<file path="src/inc/asfi_regs.svh">
`ifndef ASFI_REGS_SVH
`define ASFI_REGS_SVH

// Register byte offsets
`define ASFI_OFS_CTRL 8'h00
`define ASFI_OFS_CLKCTRL0 8'h04
`define ASFI_OFS_CLKCTRL1 8'h08
`define ASFI_OFS_IRQ_ENABLE_CLEAR 8'h0C
`define ASFI_OFS_IRQ_ENABLE_SET 8'h10
`define ASFI_OFS_INTFLAG 8'h14
`define ASFI_OFS_DATA0 8'h30
`define ASFI_OFS_DATA1 8'h34

// Control register fields
`define ASFI_CTRL_SWRST 0
`define ASFI_CTRL_ENABLE 1
`define ASFI_CTRL_CKEN_LO 2
`define ASFI_CTRL_CKEN_HI 3

// Frame control fields
`define ASFI_FC_DELAY 7
`define ASFI_FC_WIDTH_HI 6
`define ASFI_FC_WIDTH_LO 5
`define ASFI_FC_SLOTS_HI 4
`define ASFI_FC_SLOTS_LO 2
`define ASFI_FC_SIZE_HI 1
`define ASFI_FC_SIZE_LO 0

// Interrupt enable and flag fields
`define ASFI_IRQ_RXRDY_LO 0
`define ASFI_IRQ_RXOR_LO 4
`define ASFI_IRQ_TXRDY_LO 8
`define ASFI_IRQ_TXUR_LO 12
`define ASFI_IRQ_MASK 16'h3333

// Reset values
`define ASFI_RST_IRQ 16'h0000
`define ASFI_RST_CLKCTRL 8'h00
`define ASFI_RST_WORD 32'h0000_0000

// Slot sizes in serial bits
`define ASFI_SLOT_8 6'h08
`define ASFI_SLOT_16 6'h10
`define ASFI_SLOT_24 6'h18
`define ASFI_SLOT_32 6'h20

`endif

</file>
<file path="src/inc/asfi_pkg.sv">
package asfi_pkg;

	typedef enum logic [1:0] {
		ASFI_FS_SLOT = 2'b00,
		ASFI_FS_HALF = 2'b01,
		ASFI_FS_BIT = 2'b10,
		ASFI_FS_BURST = 2'b11
	} asfi_fs_width_e;

	typedef enum logic [1:0] {
		ASFI_FG_IDLE = 2'b00,
		ASFI_FG_RUN = 2'b01,
		ASFI_FG_WAIT = 2'b10,
		ASFI_FG_BURST = 2'b11
	} asfi_fg_state_e;

	typedef struct packed {
		logic data_delay_sel;
		asfi_fs_width_e sync_pulse_width;
		logic [2:0] slot_count;
		logic [1:0] slot_bits;
	} asfi_frame_cfg_s;

	typedef struct packed {
		logic [1:0] tx_underrun;
		logic [1:0] tx_word_wanted;
		logic [1:0] rx_overrun;
		logic [1:0] rx_word_available;
	} asfi_seq_evt_s;

endpackage

</file>
<file path="src/rtl/asfi_frame_gen.sv">
`timescale 1ns/10ps
`include "asfi_regs.svh"

module asfi_frame_gen
	import asfi_pkg::*;
(
	input wire logic pclk,
	input wire logic presetn,
	input wire logic enable,
	input wire logic bit_tick,
	input wire asfi_frame_cfg_s cfg,
	input wire logic xfer_req,
	output logic fs,
	output logic data_start
);

	function automatic logic [5:0] asfi_slot_len(input logic [1:0] code);
		case (code)
			2'h0: asfi_slot_len = `ASFI_SLOT_8;
			2'h1: asfi_slot_len = `ASFI_SLOT_16;
			2'h2: asfi_slot_len = `ASFI_SLOT_24;
			default: asfi_slot_len = `ASFI_SLOT_32;
		endcase
	endfunction

	asfi_fg_state_e state, next_state;
	logic [7:0] pos, next_pos;
	logic next_fs, next_data_start, pend, next_pend;
	logic [5:0] slot_len;
	logic [8:0] frame_len;
	logic frame_last, burst_last, fs_at, is_burst, take;

	always_comb begin
		slot_len = asfi_slot_len(cfg.slot_bits);
		frame_len = ({6'h00, cfg.slot_count} + 9'h001) * {3'h0, slot_len};
		frame_last = {1'b0, pos} >= (frame_len - 9'h001);
		burst_last = {1'b0, pos} >= ({3'h0, slot_len} - 9'h001 + {8'h00, cfg.data_delay_sel});
		is_burst = cfg.sync_pulse_width == ASFI_FS_BURST;
		case (cfg.sync_pulse_width)
			ASFI_FS_SLOT: fs_at = {1'b0, pos} < {3'h0, slot_len};
			ASFI_FS_HALF: fs_at = {pos, 1'b0} < frame_len;
			ASFI_FS_BIT: fs_at = pos == 8'h00;
			default: fs_at = 1'b0;
		endcase
		take = bit_tick && (pend || xfer_req);
		next_state = state;
		next_pos = pos;
		next_fs = fs;
		next_data_start = 1'b0;
		next_pend = pend || xfer_req;
		if (!enable) begin
			next_state = ASFI_FG_IDLE;
			next_pos = 8'h00;
			next_fs = 1'b0;
			next_pend = 1'b0;
		end else begin
			case (state)
				ASFI_FG_IDLE: begin
					next_pos = 8'h00;
					next_state = is_burst ? ASFI_FG_WAIT : ASFI_FG_RUN;
				end
				ASFI_FG_RUN: begin
					// Free running: no request is needed for a frame
					next_pend = 1'b0;
					if (bit_tick) begin
						next_fs = fs_at;
						next_data_start = pos == {7'h00, cfg.data_delay_sel};
						next_pos = frame_last ? 8'h00 : pos + 8'h01;
						if (frame_last && is_burst) begin
							next_state = ASFI_FG_WAIT;
						end
					end
				end
				ASFI_FG_WAIT: begin
					if (!is_burst) begin
						next_state = ASFI_FG_RUN;
						next_pos = 8'h00;
					end else if (take) begin
						next_fs = 1'b1;
						next_data_start = !cfg.data_delay_sel;
						next_pos = 8'h01;
						next_pend = 1'b0;
						next_state = ASFI_FG_BURST;
					end else if (bit_tick) begin
						next_fs = 1'b0;
					end
				end
				ASFI_FG_BURST: begin
					if (bit_tick) begin
						// One-bit sync, then exactly one slot of data
						next_fs = 1'b0;
						next_data_start = pos == {7'h00, cfg.data_delay_sel};
						next_pos = burst_last ? 8'h00 : pos + 8'h01;
						if (burst_last) begin
							next_state = ASFI_FG_WAIT;
						end
					end
				end
				default: next_state = ASFI_FG_IDLE;
			endcase
		end
	end

	always_ff @(posedge pclk or negedge presetn) begin
		if (!presetn) begin
			state <= ASFI_FG_IDLE;
			pos <= 8'h00;
			fs <= 1'b0;
			data_start <= 1'b0;
			pend <= 1'b0;
		end else begin
			state <= next_state;
			pos <= next_pos;
			fs <= next_fs;
			data_start <= next_data_start;
			pend <= next_pend;
		end
	end

	a_burst_fs_req: assert property (@(posedge pclk) disable iff (!presetn)
		$rose(fs) && $past(state) == ASFI_FG_WAIT |-> $past(pend || xfer_req))
		else $error("burst sync without request");

	a_bit_fs_width: assert property (@(posedge pclk) disable iff (!presetn)
		state == ASFI_FG_RUN && cfg.sync_pulse_width == ASFI_FS_BIT && fs && bit_tick
		&& pos == 8'h01 |=> !fs)
		else $error("bit wide sync longer than one bit");

	a_burst_lj_start: assert property (@(posedge pclk) disable iff (!presetn)
		$rose(fs) && $past(state) == ASFI_FG_WAIT && !cfg.data_delay_sel |-> data_start)
		else $error("left justified burst data not at sync");

endmodule

</file>
<file path="src/rtl/asfi_top.sv">
`timescale 1ns/10ps
`include "asfi_regs.svh"
// Notes on behaviour
// - Delay 0 puts first data bit at sync; delay 1 one bit later.
// - Sync width codes: one slot, half frame, one bit.
// - Non-burst enabled unit runs frames continuously without requests.
// - Burst code: one-bit sync only on request, one sample each.
// - Frame holds slot count field plus one slots; field bits 4:2.
// - Slot size codes 0..3 give 8, 16, 24, 32 bits.
// - Enable-clear write one disables underrun interrupt; zero ignored.
// - Enable-clear write one disables transmit ready interrupt; zero ignored.
// - Enable-clear write one disables overrun interrupt; zero ignored.
// - Enable-clear write one disables receive ready interrupt; zero ignored.
// - Enable-set write one enables underrun interrupt; zero ignored.
// - Enable-set write one enables transmit ready interrupt; zero ignored.
// - Enable-set write one enables overrun interrupt; zero ignored.
// - Both enable registers read enabled sources as one; reset zero.
// - Enable-set write one enables receive ready interrupt; zero ignored.
// - Underrun and overrun flags set on event, cleared by writing one.
// - Transmit ready flag cleared by data register write or writing one.
// - Receive ready flag cleared by data register read or writing one.

module asfi_top
	import asfi_pkg::*;
(
	input wire logic pclk,
	input wire logic presetn,
	input wire logic psel,
	input wire logic penable,
	input wire logic pwrite,
	input wire logic [7:0] paddr,
	input wire logic [31:0] pwdata,
	output logic [31:0] prdata,
	output logic pready,
	output logic pslverr,
	input wire logic [1:0] sck_in,
	input wire logic [1:0] xfer_req,
	input wire asfi_seq_evt_s seq_evt,
	input wire logic [1:0][31:0] rx_sample,
	output logic [1:0][31:0] tx_sample,
	output logic [1:0] fs_out,
	output logic [1:0] data_start,
	output logic irq
);

	function automatic logic asfi_mapped(input logic [7:0] a);
		case (a)
			`ASFI_OFS_CTRL, `ASFI_OFS_CLKCTRL0, `ASFI_OFS_CLKCTRL1,
			`ASFI_OFS_IRQ_ENABLE_CLEAR, `ASFI_OFS_IRQ_ENABLE_SET, `ASFI_OFS_INTFLAG,
			`ASFI_OFS_DATA0, `ASFI_OFS_DATA1: asfi_mapped = 1'b1;
			default: asfi_mapped = 1'b0;
		endcase
	endfunction

	function automatic logic [15:0] asfi_pair(input logic [1:0] v, input int lo);
		asfi_pair = 16'(v) << lo;
	endfunction

	logic ctrl_enable, next_ctrl_enable;
	logic [1:0] cken, next_cken;
	logic [1:0][7:0] clkctrl, next_clkctrl;
	logic [15:0] irq_en, next_irq_en;
	logic [15:0] flags, next_flags;
	logic [1:0][31:0] next_tx_sample;
	logic [31:0] next_prdata, rd_value;
	logic next_pready, next_pslverr, next_irq;
	logic wr, rd, swrst;
	logic [15:0] ev, clr, wmask;

	// Serial clock pins are asynchronous: two flops, then edge detect
	logic [1:0] sck_s1, sck_s2, sck_s3;
	logic [1:0] bit_tick;

	always_ff @(posedge pclk or negedge presetn) begin
		if (!presetn) begin
			sck_s1 <= 2'h0;
			sck_s2 <= 2'h0;
			sck_s3 <= 2'h0;
		end else begin
			sck_s1 <= sck_in;
			sck_s2 <= sck_s1;
			sck_s3 <= sck_s2;
		end
	end

	assign bit_tick = sck_s2 & ~sck_s3;

	genvar g;
	generate
		for (g = 0; g < 2; g++) begin : g_unit
			asfi_frame_cfg_s cfg;
			assign cfg = asfi_frame_cfg_s'(clkctrl[g]);
			asfi_frame_gen u_frame (
				.pclk(pclk),
				.presetn(presetn),
				.enable(ctrl_enable && cken[g]),
				.bit_tick(bit_tick[g]),
				.cfg(cfg),
				.xfer_req(xfer_req[g]),
				.fs(fs_out[g]),
				.data_start(data_start[g])
			);
		end
	endgenerate

	assign wr = psel && penable && pready && pwrite;
	assign rd = psel && penable && pready && !pwrite;
	assign swrst = wr && paddr == `ASFI_OFS_CTRL && pwdata[`ASFI_CTRL_SWRST];
	assign wmask = pwdata[15:0] & `ASFI_IRQ_MASK;

	assign ev = asfi_pair(seq_evt.tx_underrun, `ASFI_IRQ_TXUR_LO)
		| asfi_pair(seq_evt.tx_word_wanted, `ASFI_IRQ_TXRDY_LO)
		| asfi_pair(seq_evt.rx_overrun, `ASFI_IRQ_RXOR_LO)
		| asfi_pair(seq_evt.rx_word_available, `ASFI_IRQ_RXRDY_LO);

	always_comb begin
		rd_value = `ASFI_RST_WORD;
		case (paddr)
			`ASFI_OFS_CTRL: begin
				rd_value[`ASFI_CTRL_ENABLE] = ctrl_enable;
				rd_value[`ASFI_CTRL_CKEN_HI:`ASFI_CTRL_CKEN_LO] = cken;
			end
			`ASFI_OFS_CLKCTRL0: rd_value[7:0] = clkctrl[0];
			`ASFI_OFS_CLKCTRL1: rd_value[7:0] = clkctrl[1];
			`ASFI_OFS_IRQ_ENABLE_CLEAR: rd_value[15:0] = irq_en;
			`ASFI_OFS_IRQ_ENABLE_SET: rd_value[15:0] = irq_en;
			`ASFI_OFS_INTFLAG: rd_value[15:0] = flags;
			`ASFI_OFS_DATA0: rd_value = rx_sample[0];
			`ASFI_OFS_DATA1: rd_value = rx_sample[1];
			default: rd_value = `ASFI_RST_WORD;
		endcase
	end

	always_comb begin
		next_ctrl_enable = ctrl_enable;
		next_cken = cken;
		next_clkctrl = clkctrl;
		next_irq_en = irq_en;
		next_tx_sample = tx_sample;
		clr = 16'h0000;
		// Answer one cycle after setup; read data captured at setup
		next_pready = psel && !penable;
		next_prdata = (psel && !penable) ? rd_value : prdata;
		next_pslverr = psel && !penable && !asfi_mapped(paddr);
		if (wr) begin
			case (paddr)
				`ASFI_OFS_CTRL: begin
					next_ctrl_enable = pwdata[`ASFI_CTRL_ENABLE];
					next_cken = pwdata[`ASFI_CTRL_CKEN_HI:`ASFI_CTRL_CKEN_LO];
				end
				// Frame format only changes while the module is disabled
				`ASFI_OFS_CLKCTRL0: if (!ctrl_enable) begin
					next_clkctrl[0] = pwdata[7:0];
				end
				`ASFI_OFS_CLKCTRL1: if (!ctrl_enable) begin
					next_clkctrl[1] = pwdata[7:0];
				end
				`ASFI_OFS_IRQ_ENABLE_CLEAR: next_irq_en = irq_en & ~wmask;
				`ASFI_OFS_IRQ_ENABLE_SET: next_irq_en = irq_en | wmask;
				`ASFI_OFS_INTFLAG: clr = wmask;
				`ASFI_OFS_DATA0: begin
					next_tx_sample[0] = pwdata;
					clr[`ASFI_IRQ_TXRDY_LO] = 1'b1;
				end
				`ASFI_OFS_DATA1: begin
					next_tx_sample[1] = pwdata;
					clr[`ASFI_IRQ_TXRDY_LO + 1] = 1'b1;
				end
				default: clr = 16'h0000;
			endcase
		end
		if (rd && paddr == `ASFI_OFS_DATA0) begin
			clr[`ASFI_IRQ_RXRDY_LO] = 1'b1;
		end
		if (rd && paddr == `ASFI_OFS_DATA1) begin
			clr[`ASFI_IRQ_RXRDY_LO + 1] = 1'b1;
		end
		// A new event beats a clear in the same cycle
		next_flags = ((flags & ~clr) | ev) & `ASFI_IRQ_MASK;
		if (swrst) begin
			next_ctrl_enable = 1'b0;
			next_cken = 2'h0;
			next_clkctrl = {2{`ASFI_RST_CLKCTRL}};
			next_irq_en = `ASFI_RST_IRQ;
			next_flags = `ASFI_RST_IRQ;
			next_tx_sample = {2{`ASFI_RST_WORD}};
		end
		next_irq = |(next_flags & next_irq_en);
	end

	always_ff @(posedge pclk or negedge presetn) begin
		if (!presetn) begin
			ctrl_enable <= 1'b0;
			cken <= 2'h0;
			clkctrl <= {2{`ASFI_RST_CLKCTRL}};
			irq_en <= `ASFI_RST_IRQ;
			flags <= `ASFI_RST_IRQ;
			tx_sample <= {2{`ASFI_RST_WORD}};
			prdata <= `ASFI_RST_WORD;
			pready <= 1'b0;
			pslverr <= 1'b0;
			irq <= 1'b0;
		end else begin
			ctrl_enable <= next_ctrl_enable;
			cken <= next_cken;
			clkctrl <= next_clkctrl;
			irq_en <= next_irq_en;
			flags <= next_flags;
			tx_sample <= next_tx_sample;
			prdata <= next_prdata;
			pready <= next_pready;
			pslverr <= next_pslverr;
			irq <= next_irq;
		end
	end

	a_enset_sets: assert property (@(posedge pclk) disable iff (!presetn)
		wr && paddr == `ASFI_OFS_IRQ_ENABLE_SET && !swrst |=>
		(irq_en & $past(wmask)) == $past(wmask) && (irq_en & ~$past(wmask)) == $past(irq_en & ~wmask))
		else $error("enable set write wrong");

	a_enclr_clears: assert property (@(posedge pclk) disable iff (!presetn)
		wr && paddr == `ASFI_OFS_IRQ_ENABLE_CLEAR |=>
		(irq_en & $past(wmask)) == 16'h0000 && (irq_en & ~$past(wmask)) == $past(irq_en & ~wmask))
		else $error("enable clear write wrong");

	a_enable_readback: assert property (@(posedge pclk) disable iff (!presetn)
		pready && (paddr == `ASFI_OFS_IRQ_ENABLE_CLEAR || paddr == `ASFI_OFS_IRQ_ENABLE_SET)
		|-> prdata == {16'h0000, $past(irq_en)})
		else $error("enable registers read back differently");

	a_event_wins: assert property (@(posedge pclk) disable iff (!presetn)
		(ev & clr) != 16'h0000 && !swrst |=> (flags & $past(ev)) == $past(ev))
		else $error("event lost against clear");

	a_txrdy_data_clr: assert property (@(posedge pclk) disable iff (!presetn)
		wr && paddr == `ASFI_OFS_DATA0 && !seq_evt.tx_word_wanted[0]
		|=> !flags[`ASFI_IRQ_TXRDY_LO])
		else $error("data write did not clear transmit ready");

	a_rxrdy_data_clr: assert property (@(posedge pclk) disable iff (!presetn)
		rd && paddr == `ASFI_OFS_DATA1 && !seq_evt.rx_word_available[1]
		|=> !flags[`ASFI_IRQ_RXRDY_LO + 1])
		else $error("data read did not clear receive ready");

	a_irq_follows: assert property (@(posedge pclk) disable iff (!presetn)
		##1 irq == (|(flags & irq_en)))
		else $error("interrupt output disagrees with flags and enables");

	a_apb_answer: assert property (@(posedge pclk) disable iff (!presetn)
		psel && !penable |=> pready ##1 !pready)
		else $error("slave answer not after one cycle");

	a_slverr_unmapped: assert property (@(posedge pclk) disable iff (!presetn)
		psel && !penable && !asfi_mapped(paddr) |=> pslverr && pready)
		else $error("unmapped address not refused");

	a_clkctrl_locked: assert property (@(posedge pclk) disable iff (!presetn)
		wr && paddr == `ASFI_OFS_CLKCTRL0 && ctrl_enable |=> $stable(clkctrl[0]))
		else $error("frame format changed while enabled");

	a_soft_reset_clears: assert property (@(posedge pclk) disable iff (!presetn)
		swrst |=> !ctrl_enable && irq_en == `ASFI_RST_IRQ
		&& flags == `ASFI_RST_IRQ)
		else $error("software reset left state behind");

	a_event_sets: assert property (@(posedge pclk) disable iff (!presetn)
		ev != 16'h0000 && !swrst |=> (flags & $past(ev)) == $past(ev))
		else $error("event did not set its flag");

	a_flag_w1c: assert property (@(posedge pclk) disable iff (!presetn)
		wr && paddr == `ASFI_OFS_INTFLAG && (ev & wmask) == 16'h0000
		|=> (flags & $past(wmask)) == 16'h0000)
		else $error("flag write one did not clear");

	a_txrdy_en_clr: assert property (@(posedge pclk) disable iff (!presetn)
		wr && paddr == `ASFI_OFS_IRQ_ENABLE_CLEAR && wmask[`ASFI_IRQ_TXRDY_LO + 1]
		|=> !irq_en[`ASFI_IRQ_TXRDY_LO + 1])
		else $error("transmit ready enable not cleared");

	a_rxor_en_clr: assert property (@(posedge pclk) disable iff (!presetn)
		wr && paddr == `ASFI_OFS_IRQ_ENABLE_CLEAR && wmask[`ASFI_IRQ_RXOR_LO]
		|=> !irq_en[`ASFI_IRQ_RXOR_LO])
		else $error("overrun enable not cleared");

	a_rxrdy_en_clr: assert property (@(posedge pclk) disable iff (!presetn)
		wr && paddr == `ASFI_OFS_IRQ_ENABLE_CLEAR && wmask[`ASFI_IRQ_RXRDY_LO]
		|=> !irq_en[`ASFI_IRQ_RXRDY_LO])
		else $error("receive ready enable not cleared");

	a_txrdy_en_set: assert property (@(posedge pclk) disable iff (!presetn)
		wr && paddr == `ASFI_OFS_IRQ_ENABLE_SET && wmask[`ASFI_IRQ_TXRDY_LO]
		|=> irq_en[`ASFI_IRQ_TXRDY_LO])
		else $error("transmit ready enable not set");

	a_rxor_en_set: assert property (@(posedge pclk) disable iff (!presetn)
		wr && paddr == `ASFI_OFS_IRQ_ENABLE_SET && wmask[`ASFI_IRQ_RXOR_LO + 1]
		|=> irq_en[`ASFI_IRQ_RXOR_LO + 1])
		else $error("overrun enable not set");

	a_rxrdy_en_set: assert property (@(posedge pclk) disable iff (!presetn)
		wr && paddr == `ASFI_OFS_IRQ_ENABLE_SET && wmask[`ASFI_IRQ_RXRDY_LO + 1]
		|=> irq_en[`ASFI_IRQ_RXRDY_LO + 1])
		else $error("receive ready enable not set");

endmodule

</file>
<file path="config.mk">
export PLATFORM = sky130hd
export DESIGN_NAME = asfi_top
export DESIGN_NICKNAME = d
export VERILOG_FILES = /design/src/inc/asfi_pkg.sv /design/src/rtl/asfi_frame_gen.sv /design/src/rtl/asfi_top.sv
export VERILOG_INCLUDE_DIRS = /design/src /design/src/inc
export SDC_FILE = /design/constraint.sdc
export NUM_CORES = 1
export LEC_CHECK = 0
export ABC_CLOCK_PERIOD_IN_PS = 6700
export BUFFER_PORTS_ARGS = -buffer_cell sky130_fd_sc_hd__buf_2
export CAP_MARGIN = 10
export CORE_MARGIN = 2
export CORE_UTILIZATION = 55
export CTS_CLUSTER_DIAMETER = 100
export DETAILED_ROUTE_END_ITERATION = 8
export MAX_ROUTING_LAYER = met4
export PLACE_DENSITY = 0.79
export SYNTH_ARGS = -nofsm -noshare
export SYNTH_HDL_FRONTEND = slang
export SYNTH_HIERARCHICAL = 1
export SYNTH_SLANG_ARGS = --single-unit
</file>
<file path="constraint.sdc">
create_clock -name pclk -period 6.7 [get_ports pclk]
set_input_delay 1.005 -clock pclk [delete_from_list [all_inputs] [get_ports pclk]]
set_output_delay 1.005 -clock pclk [all_outputs]
set_load 0.05 [all_outputs]
</file>
== Yosys cells after proc, flatten, opt, wreduce, memory -nomap -nowiden ==
Index checks and enable logic that the tools add are counted.

* Register bits: 180
* Input bits: 121
* Logic and storage cells: 251

* $add $sub $neg: 10
* Multiply operators: 2
* $lt $le $gt $ge: 8
* Eq/ne operators: 40
* Multiplexer cells: 100
* Bitwise logic cells: 12
* Reduce and logical (&&, ||, !) cells: 54

{| class="wikitable"
|+ Operators with widths
! kind !! number
|-
| two-way mux 8 bit || 17
|-
| two-way mux 64 bit || 2
|-
| one-hot mux 8 bit (4 select lines) || 3
|-
| two-way mux 16 bit || 4
|-
| two-way mux 32 bit || 2
|-
| one-hot mux 16 bit (2 select lines) || 2
|-
| two-way mux 2 bit || 19
|-
| >= comparator 8 x 9 -> 1 bit || 4
|-
| one-hot mux 6 bit (3 select lines) || 2
|-
| two-way mux 1 bit || 30
|-
| inequality test 3 bit (second input constant) || 10
|-
| two-way mux 14 bit || 2
|-
| logical NOT 8 bit || 3
|-
| one-hot mux 4 bit (6 select lines) || 1
|-
| one-hot mux 3 bit (7 select lines) || 1
|-
| == test 2 bit (second input constant) || 10
|-
| adder 9 x 1 -> 9 bit || 2
|-
| < comparator 9 bit || 2
|-
| multiplier 9 x 6 -> 9 bit || 2
|-
| AND reduction 3 bit || 6
|-
| subtractor 9 x 1 -> 9 bit (second input constant) || 2
|-
| adder 8 x 1 -> 8 bit (second input constant) || 2
|-
| bitwise AND 14 x 16 -> 16 bit || 1
|-
| bitwise AND 16 bit || 1
|-
| other kinds (37) || 96
|}

== Depth between registers and ports, before layout ==
* Depth after elaboration: 11
* Gate-level depth with buffers: 20
* Depth with buffers taken out: 20

== By module ==
The synthesis kept the hierarchy.

{| class="wikitable"
|+ Modules (own cells, without submodules)
! module !! instances !! cells each !! area each (µm²)
|-
| asfi_top || 1 || 647 || 6224.7
|-
| asfi_frame_gen (g_unit[0].u_frame) || 1 || 237 || 2023.2
|-
| asfi_frame_gen (g_unit[1].u_frame) || 1 || 241 || 1990.7
|}

== Worst setup path before layout ==
Ideal clock, no wire load.

* Path kind: register to register
* Start point: reg clkctrl (netlist bit g_unit[0].cfg[0])
* End point: reg g_unit[0].u_frame.state[0]
* Setup time: 79 ps
* Data arrival time: 4245 ps
* Required time: 6621 ps
* Path slack: 2376 ps
* Cell stages (with the launch flop): 17
* Path buffers: 0
* Cells stage by stage: dfrtp_1 inv_1 ha_1 and2_1 fa_1 ha_1 inv_1 fa_1 and3_1 xor2_1 ha_1 nand4_1 nor3_1 a2111oi_4 a211oi_4 and3_1 mux2i_1

* Word-level cells in the longest chain between the ends: 8

{| class="wikitable"
|+ RTL lines
! element !! line !! text
|-
| start, declared || asfi_top.sv:61 || <nowiki>logic [1:0][7:0] clkctrl, next_clkctrl;</nowiki>
|-
| start signal, assigned || asfi_top.sv:195 || <nowiki>clkctrl <= {2{`ASFI_RST_CLKCTRL}};</nowiki>
|-
| start signal, assigned || asfi_top.sv:206 || <nowiki>clkctrl <= next_clkctrl;</nowiki>
|-
| == test 2 bit (tied with other cells) || asfi_frame_gen.sv:18 || <nowiki>case (code)</nowiki>
|-
| one-hot mux 6 bit (3 select lines) (*) || asfi_frame_gen.sv:18 ||
|-
| multiplier 9 x 6 -> 9 bit || asfi_frame_gen.sv:35 || <nowiki>frame_len = ({6'h00, cfg.slot_count} + 9'h001) * {3'h0, slot_len};</nowiki>
|-
| subtractor 9 x 1 -> 9 bit || asfi_frame_gen.sv:36 || <nowiki>frame_last = {1'b0, pos} >= (frame_len - 9'h001);</nowiki>
|-
| >= comparator 8 x 9 -> 1 bit || asfi_frame_gen.sv:36 ||
|-
| logical AND 1 bit || asfi_frame_gen.sv:69 || <nowiki>if (frame_last && is_burst) begin</nowiki>
|-
| inequality test 3 bit (no source line) || n/a ||
|-
| AND reduction 5 bit (no source line) (*) || n/a ||
|-
| end signal, assigned || asfi_frame_gen.sv:112 || <nowiki>state <= next_state;</nowiki>
|-
| end, declared || asfi_frame_gen.sv:26 || <nowiki>asfi_fg_state_e state, next_state;</nowiki>
|}

Every way passes the cells marked *; elsewhere a longest branch is shown, timed or not.
A chain may end at the register's enable or synchronous reset.

== Final worst setup path ==
Same ends and word-level chain as after synthesis.

==> impl_metrics.csv <==
group,metric,value,unit
grt,grt_pass1_vias,9135,
critical_path,cpLargestDelayFamily,"adder cells",
critical_path,startpoint_type,"flip-flop",
grt,grt_util_met1,38.91,%
critical_path,crit_path_end_kind,"flip-flop",
power,powerDensity,194.0,nW/µm²
timing,finalSetupViolations,0,
drt,drt_first_iter_violations,798,
drt,dr.pass1.iters,6,
drt,wl_per_cell,18.08,µm
cts,post-cts-setup-buffers,0,
grt,grt_pass1_wl,46460,µm
critical_path,path_common_cell,"ha_1",
critical_path,critPathBufInv,2,
floorplanning,die_h,140.4,µm
cells_and_area,final_cell_area,12060,µm²
grt,grtUsageMet3,5.094,%
place,place_area,11400,µm²
floorplanning,dieArea,19720,µm²
cells_and_area,n_fill_cell,1445,
place,gp_congestion,0.9197,
yosys,async_flop_share,100.0,%
timing,timing.hold.ws,356.4,ps
timing,fin_crit_sh,71.17,%
yosys,synth_edf_count,0,
yosys,syn-cell-area,10240,µm²
timing,slew_headroom,21.77,%
place,placed_cells,1531,
yosys,synth_top_area_cell,"dfrtp_1",
timing,tns,0,ps
drt,ant_nets,0,
floorplanning,boundaryPins,224,
grt,overflow,0,
grt,grt_usage,30.03,%
yosys,netlist_instances,1125,
flow_run,maxCapViolations,0,
critical_path,cp_cell_sequence,"inv_1 -> ha_1 -> nor2_1 -> nor2_1 -> and2_1 -> ha_1 -> ha_1 -> ha_1 -> inv_1 -> fa_1 -> and3_1 -> xor2_1 -> ha_1 -> nand4_1 -> nor3_1 -> a2111oi_4 -> a211oi_4 -> and3_1 -> mux2i_1",
cells_and_area,stdcell_count,1566,
yosys,synth.area.top_cells,"dfrtp_1 (41%), ha_1 (11%), nand2_1 (6.6%), a21oi_1 (5.7%), nor2_1 (3.2%)",
power,peakVddDrop,0.1683,mV
floorplanning,rows,49,
cts,insertion_delay,440,ps
yosys,synth_top_area_share,40.57,%
place,hpwl,20050,µm
yosys,yosysMostFrequentCell,"nand2_1",
cts,cts_buffer_depth,2,
critical_path,worstPathArrival,5120,ps
grt,antenna_found_initial,3,
drt,routed_wl,28320,µm
yosys,synthDistinctLibCells,76,
cts,clock_sinks,166,
timing,tightestPinTransition,1171,ps
outcome,status,"finished clean",
cts,numCtsBuffers,17,
floorplanning,design.core.area,18090,µm²
grt,grtUsageMet2,48.30,%
critical_path,cpPeakStageDelay,500,ps
yosys,yosysWarnings,6,
cts,cts-root-buf,"clkbuf_16",
yosys,synth-seq-cells,166,
timing,clock_skew,9.239,ps
power,leakage,0.005881,µW
grt,grt_max_degree,109,
drt,drc_errors,0,
timing,max_freq,0.2097,GHz
cells_and_area,synthToLayoutAreaGrowth,17.79,%
cts,htreeDepth,4,
yosys,ys_seq_area_share,40.57,%
critical_path,required,7050,ps
critical_path,critPathSlowestCell,"dfrtp_1",
floorplanning,initial_core_util,56.61,%
cts,cts_resized,0,
drt,viasPerCell,5.949,
place,io_buffers,223,
cts,cts_tree,"done",
critical_path,cp_max_fo,9,
timing,timing.final.max_slew_violations,0,
yosys,synth_commonest_cells,"nand2_1 (180), dfrtp_1 (166), a21oi_1 (117)",
timing,hold_viol,0,
cts,cts_hold_buf,0,
min_path,min_path_type,"reg2reg",
grt,busiest_layer,"met2",
floorplanning,die_w,140.4,µm
drt,routed-via-count,9316,
cts,path_clk_slew,70,ps
critical_path,critPathKind,"reg2reg",
cells_and_area,nets,1536,
cells_and_area,drive_gt1_share,21.59,%
yosys,synth.avg_cell_area,9.101,µm²
timing,period_needed,4768,ps
yosys,synth_ff_type,"dfrtp_1",
timing,rsz0062_at_grt,"false",
-- kinds of logic (layout without fill, tap and decap cells) --
| logic type | after synthesis | after routing | synth area share (%) |
|---|---|---|---|
| flops | 166 | 166 | 40.57 |
| other cells | 2 | 7 | 0.07335 |
| buf+inv | 104 | 311 | 4.900 |
| fa+ha+maj | 94 | 94 | 11.78 |
| xor+xnor | 25 | 25 | 2.432 |
| simple gates | 427 | 427 | 20.30 |
| mux | 21 | 21 | 2.053 |
| compound gates | 286 | 286 | 17.89 |
-- where the power goes --
| group | total (µW) | internal (µW) | switching [µW] |
|---|---|---|---|
| Sequential | 1040 | 1030 | 14.8 |
| Combinational | 245 | 66.5 | 179 |
| Clock | 1050 | 551 | 501 |
-- final cells by class --
| class | instances | area (µm²) | area share (%) |
|---|---|---|---|
| antenna | 3 | 7.507 | 0.06225 |
| clock buffer | 17 | 425.4 | 3.527 |
| clock inverter | 15 | 225.2 | 1.867 |
| inverter | 48 | 180.2 | 1.494 |
| multi-input combinational | 857 | 5599 | 46.43 |
| sequential | 166 | 4154 | 34.44 |
| tap | 229 | 286.5 | 2.376 |
| timing repair buffer | 231 | 1182 | 9.804 |
-- state kept, by name, indices dropped and copies added (netlist names) --
signal,count
cken,2
ctrl_enable,1
flags,8
g_unit.cfg,16
g_unit.u_frame/data_start,2
g_unit.u_frame/fs,2
g_unit.u_frame/pend,2
g_unit.u_frame/pos,16
g_unit.u_frame/state,4
irq,1
irq_en,8
prdata,32
pready,1
pslverr,1
sck_s1,2
sck_s2,2
sck_s3,2
tx_sample,64
-- per-layer routing --
layer / up-vias / wire length (µm)
met2: 364 / 14020
li1: 4389 / -
met5: - / 0
met4: 0 / 718
met1: 4510 / 11750
met3: 53 / 1830
-- per-stage QoR --
stage                     setup slack [ps]  util [%]  total power (µW)
after floorplan                       2376         -              1198
after global placement                2126     63.04              1305
after detailed placement              1953     63.04              1309
after CTS                             1933     66.64              2354
after global routing                  1631     66.68              2419
final                                 1932     66.68              2340
-- path summary, 6_finish.rpt --
check | start | end | slack (ps) | cells after the start
worst max-delay path | g_unit[0].cfg[0] | g_unit[0].u_frame/state[0] | 1930 | 19
worst max register to register | g_unit[0].cfg[0] | g_unit[0].u_frame/state[0] | 1930 | 19
worst min register to register | sck_s1[1] | sck_s2[1] | 360 | 0
min in group asynchronous | presetn | tx_sample[59] | 690 | 1
max in group asynchronous | presetn | prdata[7] | 4660 | 2
worst min-delay path | sck_s1[1] | sck_s2[1] | 360 | 0
-- layout by cell type (no fill, tap or decap), types with 7 or more instances in the layout --
cell type / n
inv_1: 48
nor2_1: 87
a211oi_1: 8
a31oi_1: 12
nor2b_1: 7
a21oi_1: 117
and3_1: 10
and2_1: 23
nand4_1: 13
buf_4: 8
nand2_1: 180
mux2i_1: 21
xor2_1: 9
ha_1: 90
nand3_1: 29
clkbuf_16: 17
nand2b_1: 13
a22oi_1: 33
buf_2: 222
dfrtp_1: 166
a21o_1: 10
clkinv_8: 7
nor3_1: 19
o21ai_0: 43
a222oi_1: 8
xnor2_1: 12
Power figures use the tool's default switching activity.
